## src/voice_path_defs.vh

```
`ifndef VOICE_PATH_DEFS_VH
`define VOICE_PATH_DEFS_VH

// ------------------------------------------------------------
// register offsets
// ------------------------------------------------------------
`define ADDR_TX_FIFO_IRQ_ENABLE 16'h2770
`define ADDR_RX_FIFO_IRQ_ENABLE 16'h2771
`define ADDR_DMA_IRQ_ENABLE 16'h2772
`define ADDR_TX_FIFO_IRQ_SOURCE 16'h2773
`define ADDR_RX_FIFO_IRQ_SOURCE 16'h2774
`define ADDR_DMA_IRQ_SOURCE 16'h2775
`define ADDR_INTERFACE_SELECT 16'h277a
`define ADDR_MUTE_BYTE_HIGH 16'h277c
`define ADDR_MUTE_BYTE_LOW 16'h277d
`define ADDR_PATH_WIDTH_MUTE_CONTROL 16'h277e
`define ADDR_FIFO_MAPPING_SELECT 16'h277f

// ------------------------------------------------------------
// field positions
// ------------------------------------------------------------
`define BIT_FIFO_EMPTY 7
`define BIT_FIFO_FULL 6
`define BIT_TX_DMA_DONE 4
`define BIT_RX_DMA_DONE 0
`define FIFO_IRQ_MASK 8'h00c0
`define DMA_IRQ_MASK 8'h0011
`define IFSEL_HI 6
`define IFSEL_LO 5
`define IFSEL_MASK 8'h0060
`define BIT_DECODER_SIDE_MUTE 6
`define BIT_DECODER_SPLIT_INIT 5
`define BIT_DECODER_WORD_SPLIT 4
`define BIT_ENCODER_SIDE_MUTE 2
`define BIT_ENCODER_JOIN_INIT 1
`define BIT_ENCODER_WORD_JOIN 0
`define PATH_CTL_MASK 8'h0077
`define FIFO_MAP_MASK 8'h0007

// ------------------------------------------------------------
// encodings and reset values
// ------------------------------------------------------------
`define IFSEL_I2S 2'h0
`define IFSEL_SPI 2'h1
`define IFSEL_FIRST_UART 2'h2
`define IFSEL_SECOND_UART 2'h3
`define MAP_DEDICATED 3'h0
`define MAP_FIRST_UART 3'h1
`define MAP_SECOND_UART 3'h2
`define MAP_SPI 3'h3
`define MAP_DATA_MEMORY 3'h7
`define DATA_MEM_BASE 16'h1a00
`define DATA_MEM_LIMIT 16'h1bff
`define VOICE_FIFO_DEPTH 9'h0100
`define REG_RESET 8'h00

`endif

```

## src/voice_path_control.v

```verilog
// Notes on behaviour
// - tx fifo enable: empty enable bit 7, full enable bit 6, reset zero.
// - rx fifo enable: empty bit 7, full bit 6, read/write, reset zero.
// - dma enable: tx done bit 4, rx done bit 0, others zero.
// - tx empty flag sets when enabled and condition high; software clears it.
// - tx source: full event bit 6, bits 5:0 read zero.
// - rx source: empty bit 7, full bit 6, reset zero.
// - dma source: tx done bit 4, rx done bit 0, others zero.
// - interface select bits 6:5: i2s, spi, first uart, second uart.
// - decoder mute sends the two mute bytes outward instead of decoder data, only the low byte without split.
// - decoder split init bit 5 resets the word splitter.
// - split mode sends decoder words as upper byte then lower byte.
// - encoder mute feeds the two mute bytes to the encoder.
// - encoder join init bit 1 resets the byte joiner.
// - join mode pairs bytes, first received byte upper half.
// - mapping 0 dedicated fifos, 1 first uart, 2 second uart, 3 spi.
// - mapping 7 puts voice fifo storage in data memory window.
// - dedicated tx and rx fifos each hold 256 bytes.
//
// Strobed register access was left to the implementer.
`timescale 1ns/1ps
`default_nettype none
`include "voice_path_defs.vh"

module voice_path_control (
	// clock and reset
	input wire clock_i,
	input wire rst_n_i,
	// register port
	input wire [15:0] addr_i,
	input wire [7:0] wdata_i,
	input wire wr_i,
	input wire rd_i,
	output reg [7:0] rdata_o,
	// fifo and dma events
	input wire tx_fifo_condition_value_i,
	input wire tx_fifo_full_i,
	input wire rx_fifo_empty_i,
	input wire rx_fifo_full_i,
	input wire tx_dma_complete_i,
	input wire rx_dma_complete_i,
	output wire irq_o,
	// external bytes in, one lane per interface
	input wire [31:0] ext_rx_data_i,
	input wire [3:0] ext_rx_valid_i,
	// encoder side
	output reg [15:0] enc_word_o,
	output reg enc_valid_o,
	// decoder side
	input wire [15:0] dec_word_i,
	input wire dec_valid_i,
	output wire dec_ready_o,
	// external bytes out
	output reg [7:0] ext_tx_data_o,
	output reg [3:0] ext_tx_valid_o,
	// fifo mapping
	output wire [2:0] fifo_map_o,
	output wire map_dedicated_o,
	output wire map_data_memory_o,
	output wire [15:0] data_mem_base_o,
	output wire [15:0] data_mem_limit_o,
	output wire [8:0] fifo_depth_o
);

// ------------------------------------------------------------
// register state
// ------------------------------------------------------------
// software registers, reserved bits held at zero
reg [7:0] tx_fifo_irq_enable;
reg [7:0] rx_fifo_irq_enable;
reg [7:0] dma_irq_enable;
reg [7:0] tx_fifo_irq_source;
reg [7:0] rx_fifo_irq_source;
reg [7:0] dma_irq_source;
reg [7:0] interface_select;
reg [7:0] mute_byte_high;
reg [7:0] mute_byte_low;
reg [7:0] path_width_mute_control;
reg [7:0] fifo_mapping_select;
reg [7:0] next_rdata;

// decode a write to one offset
function wr_hit;
	input [15:0] a;
	input [15:0] off;
	input w;
	begin
		wr_hit = w && (a == off);
	end
endfunction

// sticky flag: event sets, written zero clears, set wins
// an event and a clear in one cycle keep the flag set
function [7:0] sticky;
	input [7:0] cur;
	input [7:0] evt;
	input [7:0] wval;
	input w;
	input [7:0] mask;
	begin
		if (w) begin
			// written zeros clear, written ones keep
			sticky = ((cur & wval) | evt) & mask;
		end else begin
			// no write, only events can set
			sticky = (cur | evt) & mask;
		end
	end
endfunction

// one write hit per offset
wire w_txe = wr_hit(addr_i, `ADDR_TX_FIFO_IRQ_ENABLE, wr_i);
wire w_rxe = wr_hit(addr_i, `ADDR_RX_FIFO_IRQ_ENABLE, wr_i);
wire w_dme = wr_hit(addr_i, `ADDR_DMA_IRQ_ENABLE, wr_i);
wire w_txs = wr_hit(addr_i, `ADDR_TX_FIFO_IRQ_SOURCE, wr_i);
wire w_rxs = wr_hit(addr_i, `ADDR_RX_FIFO_IRQ_SOURCE, wr_i);
wire w_dms = wr_hit(addr_i, `ADDR_DMA_IRQ_SOURCE, wr_i);
wire w_ifs = wr_hit(addr_i, `ADDR_INTERFACE_SELECT, wr_i);
wire w_mhi = wr_hit(addr_i, `ADDR_MUTE_BYTE_HIGH, wr_i);
wire w_mlo = wr_hit(addr_i, `ADDR_MUTE_BYTE_LOW, wr_i);
wire w_pct = wr_hit(addr_i, `ADDR_PATH_WIDTH_MUTE_CONTROL, wr_i);
wire w_map = wr_hit(addr_i, `ADDR_FIFO_MAPPING_SELECT, wr_i);

// ------------------------------------------------------------
// event vectors
// ------------------------------------------------------------
// each event gated by its enable before the flag
wire [7:0] tx_evt;
wire [7:0] rx_evt;
wire [7:0] dma_evt;

assign tx_evt[`BIT_FIFO_EMPTY] = tx_fifo_irq_enable[`BIT_FIFO_EMPTY] & tx_fifo_condition_value_i;
assign tx_evt[`BIT_FIFO_FULL] = tx_fifo_irq_enable[`BIT_FIFO_FULL] & tx_fifo_full_i;
assign tx_evt[5:0] = 6'h00;
assign rx_evt[`BIT_FIFO_EMPTY] = rx_fifo_irq_enable[`BIT_FIFO_EMPTY] & rx_fifo_empty_i;
assign rx_evt[`BIT_FIFO_FULL] = rx_fifo_irq_enable[`BIT_FIFO_FULL] & rx_fifo_full_i;
assign rx_evt[5:0] = 6'h00;
assign dma_evt[7:5] = 3'h0;
assign dma_evt[`BIT_TX_DMA_DONE] = dma_irq_enable[`BIT_TX_DMA_DONE] & tx_dma_complete_i;
assign dma_evt[3:1] = 3'h0;
assign dma_evt[`BIT_RX_DMA_DONE] = dma_irq_enable[`BIT_RX_DMA_DONE] & rx_dma_complete_i;

// ------------------------------------------------------------
// register writes and flags
// ------------------------------------------------------------
always @(posedge clock_i or negedge rst_n_i) begin
	if (!rst_n_i) begin
		tx_fifo_irq_enable <= `REG_RESET;
		rx_fifo_irq_enable <= `REG_RESET;
		dma_irq_enable <= `REG_RESET;
		tx_fifo_irq_source <= `REG_RESET;
		rx_fifo_irq_source <= `REG_RESET;
		dma_irq_source <= `REG_RESET;
		interface_select <= `REG_RESET;
		mute_byte_high <= `REG_RESET;
		mute_byte_low <= `REG_RESET;
		path_width_mute_control <= `REG_RESET;
		fifo_mapping_select <= `REG_RESET;
	end else begin
		if (w_txe) begin
			tx_fifo_irq_enable <= wdata_i & `FIFO_IRQ_MASK;
		end
		if (w_rxe) begin
			rx_fifo_irq_enable <= wdata_i & `FIFO_IRQ_MASK;
		end
		if (w_dme) begin
			dma_irq_enable <= wdata_i & `DMA_IRQ_MASK;
		end
		tx_fifo_irq_source <= sticky(tx_fifo_irq_source, tx_evt, wdata_i, w_txs,
			`FIFO_IRQ_MASK);
		rx_fifo_irq_source <= sticky(rx_fifo_irq_source, rx_evt, wdata_i, w_rxs,
			`FIFO_IRQ_MASK);
		dma_irq_source <= sticky(dma_irq_source, dma_evt, wdata_i, w_dms, `DMA_IRQ_MASK);
		if (w_ifs) begin
			interface_select <= wdata_i & `IFSEL_MASK;
		end
		// mute byte pair, shared by both paths
		if (w_mhi) begin
			mute_byte_high <= wdata_i;
		end
		if (w_mlo) begin
			mute_byte_low <= wdata_i;
		end
		// path control, reserved bits 7 and 3 dropped
		if (w_pct) begin
			path_width_mute_control <= wdata_i & `PATH_CTL_MASK;
		end
		if (w_map) begin
			fifo_mapping_select <= wdata_i & `FIFO_MAP_MASK;
		end
	end
end

// ------------------------------------------------------------
// read path, data one cycle after the strobe
// ------------------------------------------------------------
// read mux, unmapped offsets give zero
always @* begin
	next_rdata = 8'h00;
	if (rd_i) begin
		case (addr_i)
			`ADDR_TX_FIFO_IRQ_ENABLE: next_rdata = tx_fifo_irq_enable;
			`ADDR_RX_FIFO_IRQ_ENABLE: next_rdata = rx_fifo_irq_enable;
			`ADDR_DMA_IRQ_ENABLE: next_rdata = dma_irq_enable;
			`ADDR_TX_FIFO_IRQ_SOURCE: next_rdata = tx_fifo_irq_source;
			`ADDR_RX_FIFO_IRQ_SOURCE: next_rdata = rx_fifo_irq_source;
			`ADDR_DMA_IRQ_SOURCE: next_rdata = dma_irq_source;
			`ADDR_INTERFACE_SELECT: next_rdata = interface_select;
			`ADDR_MUTE_BYTE_HIGH: next_rdata = mute_byte_high;
			`ADDR_MUTE_BYTE_LOW: next_rdata = mute_byte_low;
			`ADDR_PATH_WIDTH_MUTE_CONTROL: next_rdata = path_width_mute_control;
			`ADDR_FIFO_MAPPING_SELECT: next_rdata = fifo_mapping_select;
			default: next_rdata = 8'h00;
		endcase
	end
end

// read data register, zero when no read
always @(posedge clock_i or negedge rst_n_i) begin
	if (!rst_n_i) begin
		rdata_o <= 8'h00;
	end else begin
		rdata_o <= next_rdata;
	end
end

// ------------------------------------------------------------
// interrupt request
// ------------------------------------------------------------
// pending sources, flag and enable both set
wire [7:0] tx_pend = tx_fifo_irq_source & tx_fifo_irq_enable;
wire [7:0] rx_pend = rx_fifo_irq_source & rx_fifo_irq_enable;
wire [7:0] dma_pend = dma_irq_source & dma_irq_enable;

// level output, drops once the last pending flag clears
// any enabled flag raises request
assign irq_o = |(tx_pend | rx_pend | dma_pend);

// ------------------------------------------------------------
// encoder side: select, join, mute
// ------------------------------------------------------------
// control fields decoded once for both paths
wire [1:0] if_sel = interface_select[`IFSEL_HI:`IFSEL_LO];
wire enc_mute = path_width_mute_control[`BIT_ENCODER_SIDE_MUTE];
wire enc_init = path_width_mute_control[`BIT_ENCODER_JOIN_INIT];
wire enc_join = path_width_mute_control[`BIT_ENCODER_WORD_JOIN];
wire dec_mute = path_width_mute_control[`BIT_DECODER_SIDE_MUTE];
wire dec_init = path_width_mute_control[`BIT_DECODER_SPLIT_INIT];
wire dec_split = path_width_mute_control[`BIT_DECODER_WORD_SPLIT];
// mute pair as one word, high byte first
wire [15:0] mute_word = {mute_byte_high, mute_byte_low};

wire [7:0] in_byte = ext_rx_data_i[{if_sel, 3'h0} +: 8];
wire in_valid = ext_rx_valid_i[if_sel];

// joiner phase and saved upper byte
reg join_half;
reg [7:0] join_high;

// encoder word builder, other lanes ignored
always @(posedge clock_i or negedge rst_n_i) begin
	if (!rst_n_i) begin
		join_half <= 1'b0;
		join_high <= 8'h00;
		enc_word_o <= 16'h0000;
		enc_valid_o <= 1'b0;
	end else begin
		// word strobe lasts one cycle
		enc_valid_o <= 1'b0;
		// a byte seen while init is set is dropped
		// joiner held in init
		if (enc_init) begin
			join_half <= 1'b0;
			join_high <= 8'h00;
		end else if (in_valid) begin
			if (enc_join) begin
				if (!join_half) begin
					join_high <= in_byte;
					join_half <= 1'b1;
				end else begin
					join_half <= 1'b0;
					enc_valid_o <= 1'b1;
					enc_word_o <= enc_mute ? mute_word : {join_high, in_byte};
				end
			end else begin
				// plain mode, one byte makes one word
				join_half <= 1'b0;
				enc_valid_o <= 1'b1;
				enc_word_o <= enc_mute ? mute_word : {8'h00, in_byte};
			end
		end
	end
end

// ------------------------------------------------------------
// decoder side: mute, split, route out
// ------------------------------------------------------------
// low byte waits one cycle in split mode
reg split_pending;
reg [7:0] split_low;

// accept a new word only when no low byte waits
assign dec_ready_o = !split_pending && !dec_init;

// decoder byte sender, one byte per cycle
always @(posedge clock_i or negedge rst_n_i) begin
	if (!rst_n_i) begin
		split_pending <= 1'b0;
		split_low <= 8'h00;
		ext_tx_data_o <= 8'h00;
		ext_tx_valid_o <= 4'h0;
	end else begin
		// lane pulses last one cycle
		ext_tx_valid_o <= 4'h0;
		if (dec_init) begin
			split_pending <= 1'b0;
			split_low <= 8'h00;
		end else if (split_pending) begin
			split_pending <= 1'b0;
			ext_tx_data_o <= split_low;
			ext_tx_valid_o <= 4'h1 << if_sel;
		end else if (dec_valid_i) begin
			// word taken, valid with ready high
			ext_tx_valid_o <= 4'h1 << if_sel;
			if (dec_split) begin
				ext_tx_data_o <= dec_mute ? mute_byte_high : dec_word_i[15:8];
				split_low <= dec_mute ? mute_byte_low : dec_word_i[7:0];
				split_pending <= 1'b1;
			end else begin
				ext_tx_data_o <= dec_mute ? mute_byte_low : dec_word_i[7:0];
			end
		end
	end
end

// ------------------------------------------------------------
// fifo mapping
// ------------------------------------------------------------
// only the field is stored
assign fifo_map_o = fifo_mapping_select[2:0];
assign map_dedicated_o = (fifo_map_o == `MAP_DEDICATED);
assign map_data_memory_o = (fifo_map_o == `MAP_DATA_MEMORY);
// window bounds and depth reported as constants
assign data_mem_base_o = `DATA_MEM_BASE;
assign data_mem_limit_o = `DATA_MEM_LIMIT;
assign fifo_depth_o = `VOICE_FIFO_DEPTH;

endmodule // voice_path_control

`default_nettype wire

```

## config.mk

```make
export PLATFORM = sky130hd
export DESIGN_NAME = voice_path_control
export DESIGN_NICKNAME = d
export VERILOG_FILES = /design/src/voice_path_control.v
export VERILOG_INCLUDE_DIRS = /design/src
export SDC_FILE = /design/constraint.sdc
export NUM_CORES = 1
export LEC_CHECK = 0
export BUFFER_PORTS_ARGS = -buffer_cell sky130_fd_sc_hd__buf_4
export CAP_MARGIN = 30
export CORE_MARGIN = 4
export CORE_UTILIZATION = 25
export CTS_CLUSTER_SIZE = 40
export DETAILED_ROUTE_END_ITERATION = 12
export SLEW_MARGIN = 20
export SYNTH_ARGS = -nofsm -noshare
export SYNTH_HDL_FRONTEND = slang
export SYNTH_SLANG_ARGS = --single-unit
```

## constraint.sdc

```tcl
create_clock -name clock_i -period 1.89 [get_ports clock_i]
set_input_delay 0.189 -clock clock_i [delete_from_list [all_inputs] [get_ports clock_i]]
set_output_delay 0.189 -clock clock_i [all_outputs]
set_load 0.005 [all_outputs]
```

==> results.yml <==
run_status:
  outcome: "finished clean"
worst_setup_path:
  cp.required_ns: 2.12
  critPathArrivalTime_ns: 1.94
  ff2ff_path_depth: 4
  cp-start-kind: "primary input"
  ff2ff_setup_slack_ns: 0.24
  r2r_end: "enc_word_o[3]"
  setup.worst_path.end: "tx_fifo_irq_enable[6]"
  timing.rr.start: "interface_select[5]"
  crit_fanout: 6
  end_kind: "flop"
  cp-startpoint: "addr_i[12]"
  critPathKind: "primary input to flop"
timing:
  period_needed_ns: 1.71
  fin_skew_ns: 0.00751
  fmaxAchievable_mhz: 585
  slew_headroom_pct: 60.4
  hold_ws_ns: 0.0397
  setup_viol_count_final: 0
  slew_viol_final: 0
  period_share_pct: 90.4
  finalSetupTns_ns: 0
  tightest_slew_ns: 0.593
  hold_violations: 0
  fin_ws_ns: 0.182
  rsz0062_at_grt: "false"
final_layout:
  diodes: 0
  nNetsFinal: 667
  final_util_pct: 33.5
  drive_gt1_share_pct: 37.6
  fillCellCount: 2032
  area_growth_pct: 31.9
  final_cells: 850
clocking:
  cts_tree: "done"
  clock_latency_ns: 0.35
  cts_made_buffers: 9
  clkSlewWorstSetupHoldPaths_ns: 0.07
  root_buffer: "clkbuf_16"
  cts_buffer_depth: 2
  post_cts_buffers: 0
  htree_levels: 3
  clock-sinks: 94
synth:
  yosysWarnings: 0
  synth_cell_types: 50
  syn_avg_cell_area_um2: 11.2
  synth.yosys.seq_area_share_pct: 47.6
  synth_area_leader_cell: "dfrtp_1"
  async_flop_share_pct: 100
  synth_edf_count: 0
  synth_cells: 440
  netlist_area_um2: 4940
  synth_area_leaders: "dfrtp_1 48%, mux2i_1 8.9%, mux2_2 7.3%, buf_4 6.2%, mux4_2 5.5%"
  synth_ff_type: "dfrtp_1"
  ys_ff_latch: 94
  netlist.area_leader.share_pct: 47.6
drt:
  drc: 0
  drt_wl_total_um: 14700
  drtAntennaViolNets: 0
  wl_per_cell_um: 17.2
  drt-initial-drc-count: 289
  via_count: 3850
  dr.pass1.iters: 4
  viasPerCell: 4.53
power_and_ir_drop:
  ir_drop_mv: 0.387
  p_per_area_nw_per_um2: 692
  leakagePower_nw: 3.05
floorplanning:
  start_util_pct: 25.4
  core_area_um2: 19500
  die-area_um2: 22100
  die_w_um: 149
  ios: 172
  rows: 51
  die_y_um: 149
placed_design:
  hpwl_um: 11300
  dp_slack_ns: -0.198
  gp_congestion: 0.803
  io_buffers: 130
  dpl.cell_count: 833
global_routing:
  grt_pass1_wl_um: 22400
  antenna_found_initial: 0
  grt_overflow_total: 0
  grt_start_max_net_pins: 50
  grt.total_usage_pct: 13.4
  grt_pass1_vias: 3930
run:
  cap_viol_max_count: 0
min_path:
  hp-class: "primary input to flop"
==> Yosys cell counts, types with 4 or more instances <==
cell and number:
clkbuf_1 12, buf_1 7, inv_1 5, nor2_1 36
dfrtp_1 94, a21oi_1 26, mux2_2 32, nor3_1 4
nor2b_1 7, buf_4 41, nand2b_1 4, mux4_2 12
a22o_1 8, nand3_1 6, a32oi_1 4, o41ai_1 4
mux2i_1 44, a22oi_1 11, nand2_1 29, o21ai_0 9
==> per-layer routing <==
metal	part of all wire [%]	global-route usage [%]	vias up	routed length, um
li1	-	-	1798	-
met3	7.4	3.78	13	1080
met2	48	21.7	137	7060
met5	0	0	-	0
met4	0.98	2.96	0	144
met1	43	17.9	1902	6370
==> kinds of logic after synthesis <==
family | share of synthesized area, %
and+or+nand+nor | 11.3
muxes | 22.3
AOI/OAI and AO/OA | 10.2
other | 0.152
DFF | 47.6
buffers and inverters | 8.43
==> sequential cells by signal, summed over array words and instances (netlist names), 3 cells and up <==
| name | count |
|---|---|
| join_high | 8 |
| path_width_mute_control | 6 |
| fifo_mapping_select | 3 |
| ext_tx_valid_o | 4 |
| mute_byte_low | 8 |
| mute_byte_high | 8 |
| split_low | 8 |
| ext_tx_data_o | 8 |
| rdata_o | 8 |
| enc_word_o | 16 |
==> per-stage QoR <==
stage	power, mW	cell area [um^2]
after floorplan	2.36	5100
after global placement	2.62	6190
after detailed placement	2.63	6190
after CTS	4.58	6520
after global routing	4.71	6520
final	4.51	6520
==> critical path, cell delays in order <==
cell	delay (ns)
buf_4	0.11
or4b_4	0.54
or4_4	0.56
nor4_4	0.20
mux2_1	0.35
==> worst min path at each step <==
stage	startpoint	to	depth (start not counted)
floorplan	rst_n_i	dma_irq_enable[0]	0
global placement	rst_n_i	enc_valid_o	1
detailed placement	rst_n_i	enc_valid_o	1
CTS	rx_fifo_empty_i	rx_fifo_irq_source[7]	3
global route	rx_fifo_full_i	rx_fifo_irq_source[6]	3
finish	rx_fifo_empty_i	rx_fifo_irq_source[7]	3
==> cell usage in the layout, fill, tap and decap left out, types with 9 or more instances in the layout <==
cell | synthesis | layout
conb_1 | 2 | 41
a22oi_1 | 11 | 11
a21oi_1 | 26 | 26
o21ai_0 | 9 | 9
mux2_2 | 32 | 32
mux4_2 | 12 | 12
dfrtp_1 | 94 | 94
nand2_1 | 29 | 29
mux2i_1 | 44 | 44
clkbuf_16 | 0 | 9
buf_4 | 41 | 151
nor2_1 | 36 | 36
==> timing repair <==
item	4_1_cts	5_1_grt
resized for setup	1	0
endpoints found under the hold margin	26	0
endpoints found under the setup margin	5	0
hold buffers	1	0
==> final cells by class <==
cell class                 count  area [um^2]  area share (%)
clock buffer                  12          267            4.09
clock inverter                 4         53.8           0.825
inverter                       6         22.5           0.345
multi-input combinational    316         2330            35.7
sequential                    94         2350            36.1
tap                          265          332            5.08
timing repair buffer         153         1160            17.8
==> power breakdown <==
part	internal [mW]	switching, mW	leakage [nW]
clock	1.14	0.792	0.151
sequential	2.07	0.0293	1.24
combinational	0.251	0.235	1.65
No activity file was read; power rests on OpenSTA's default activity.
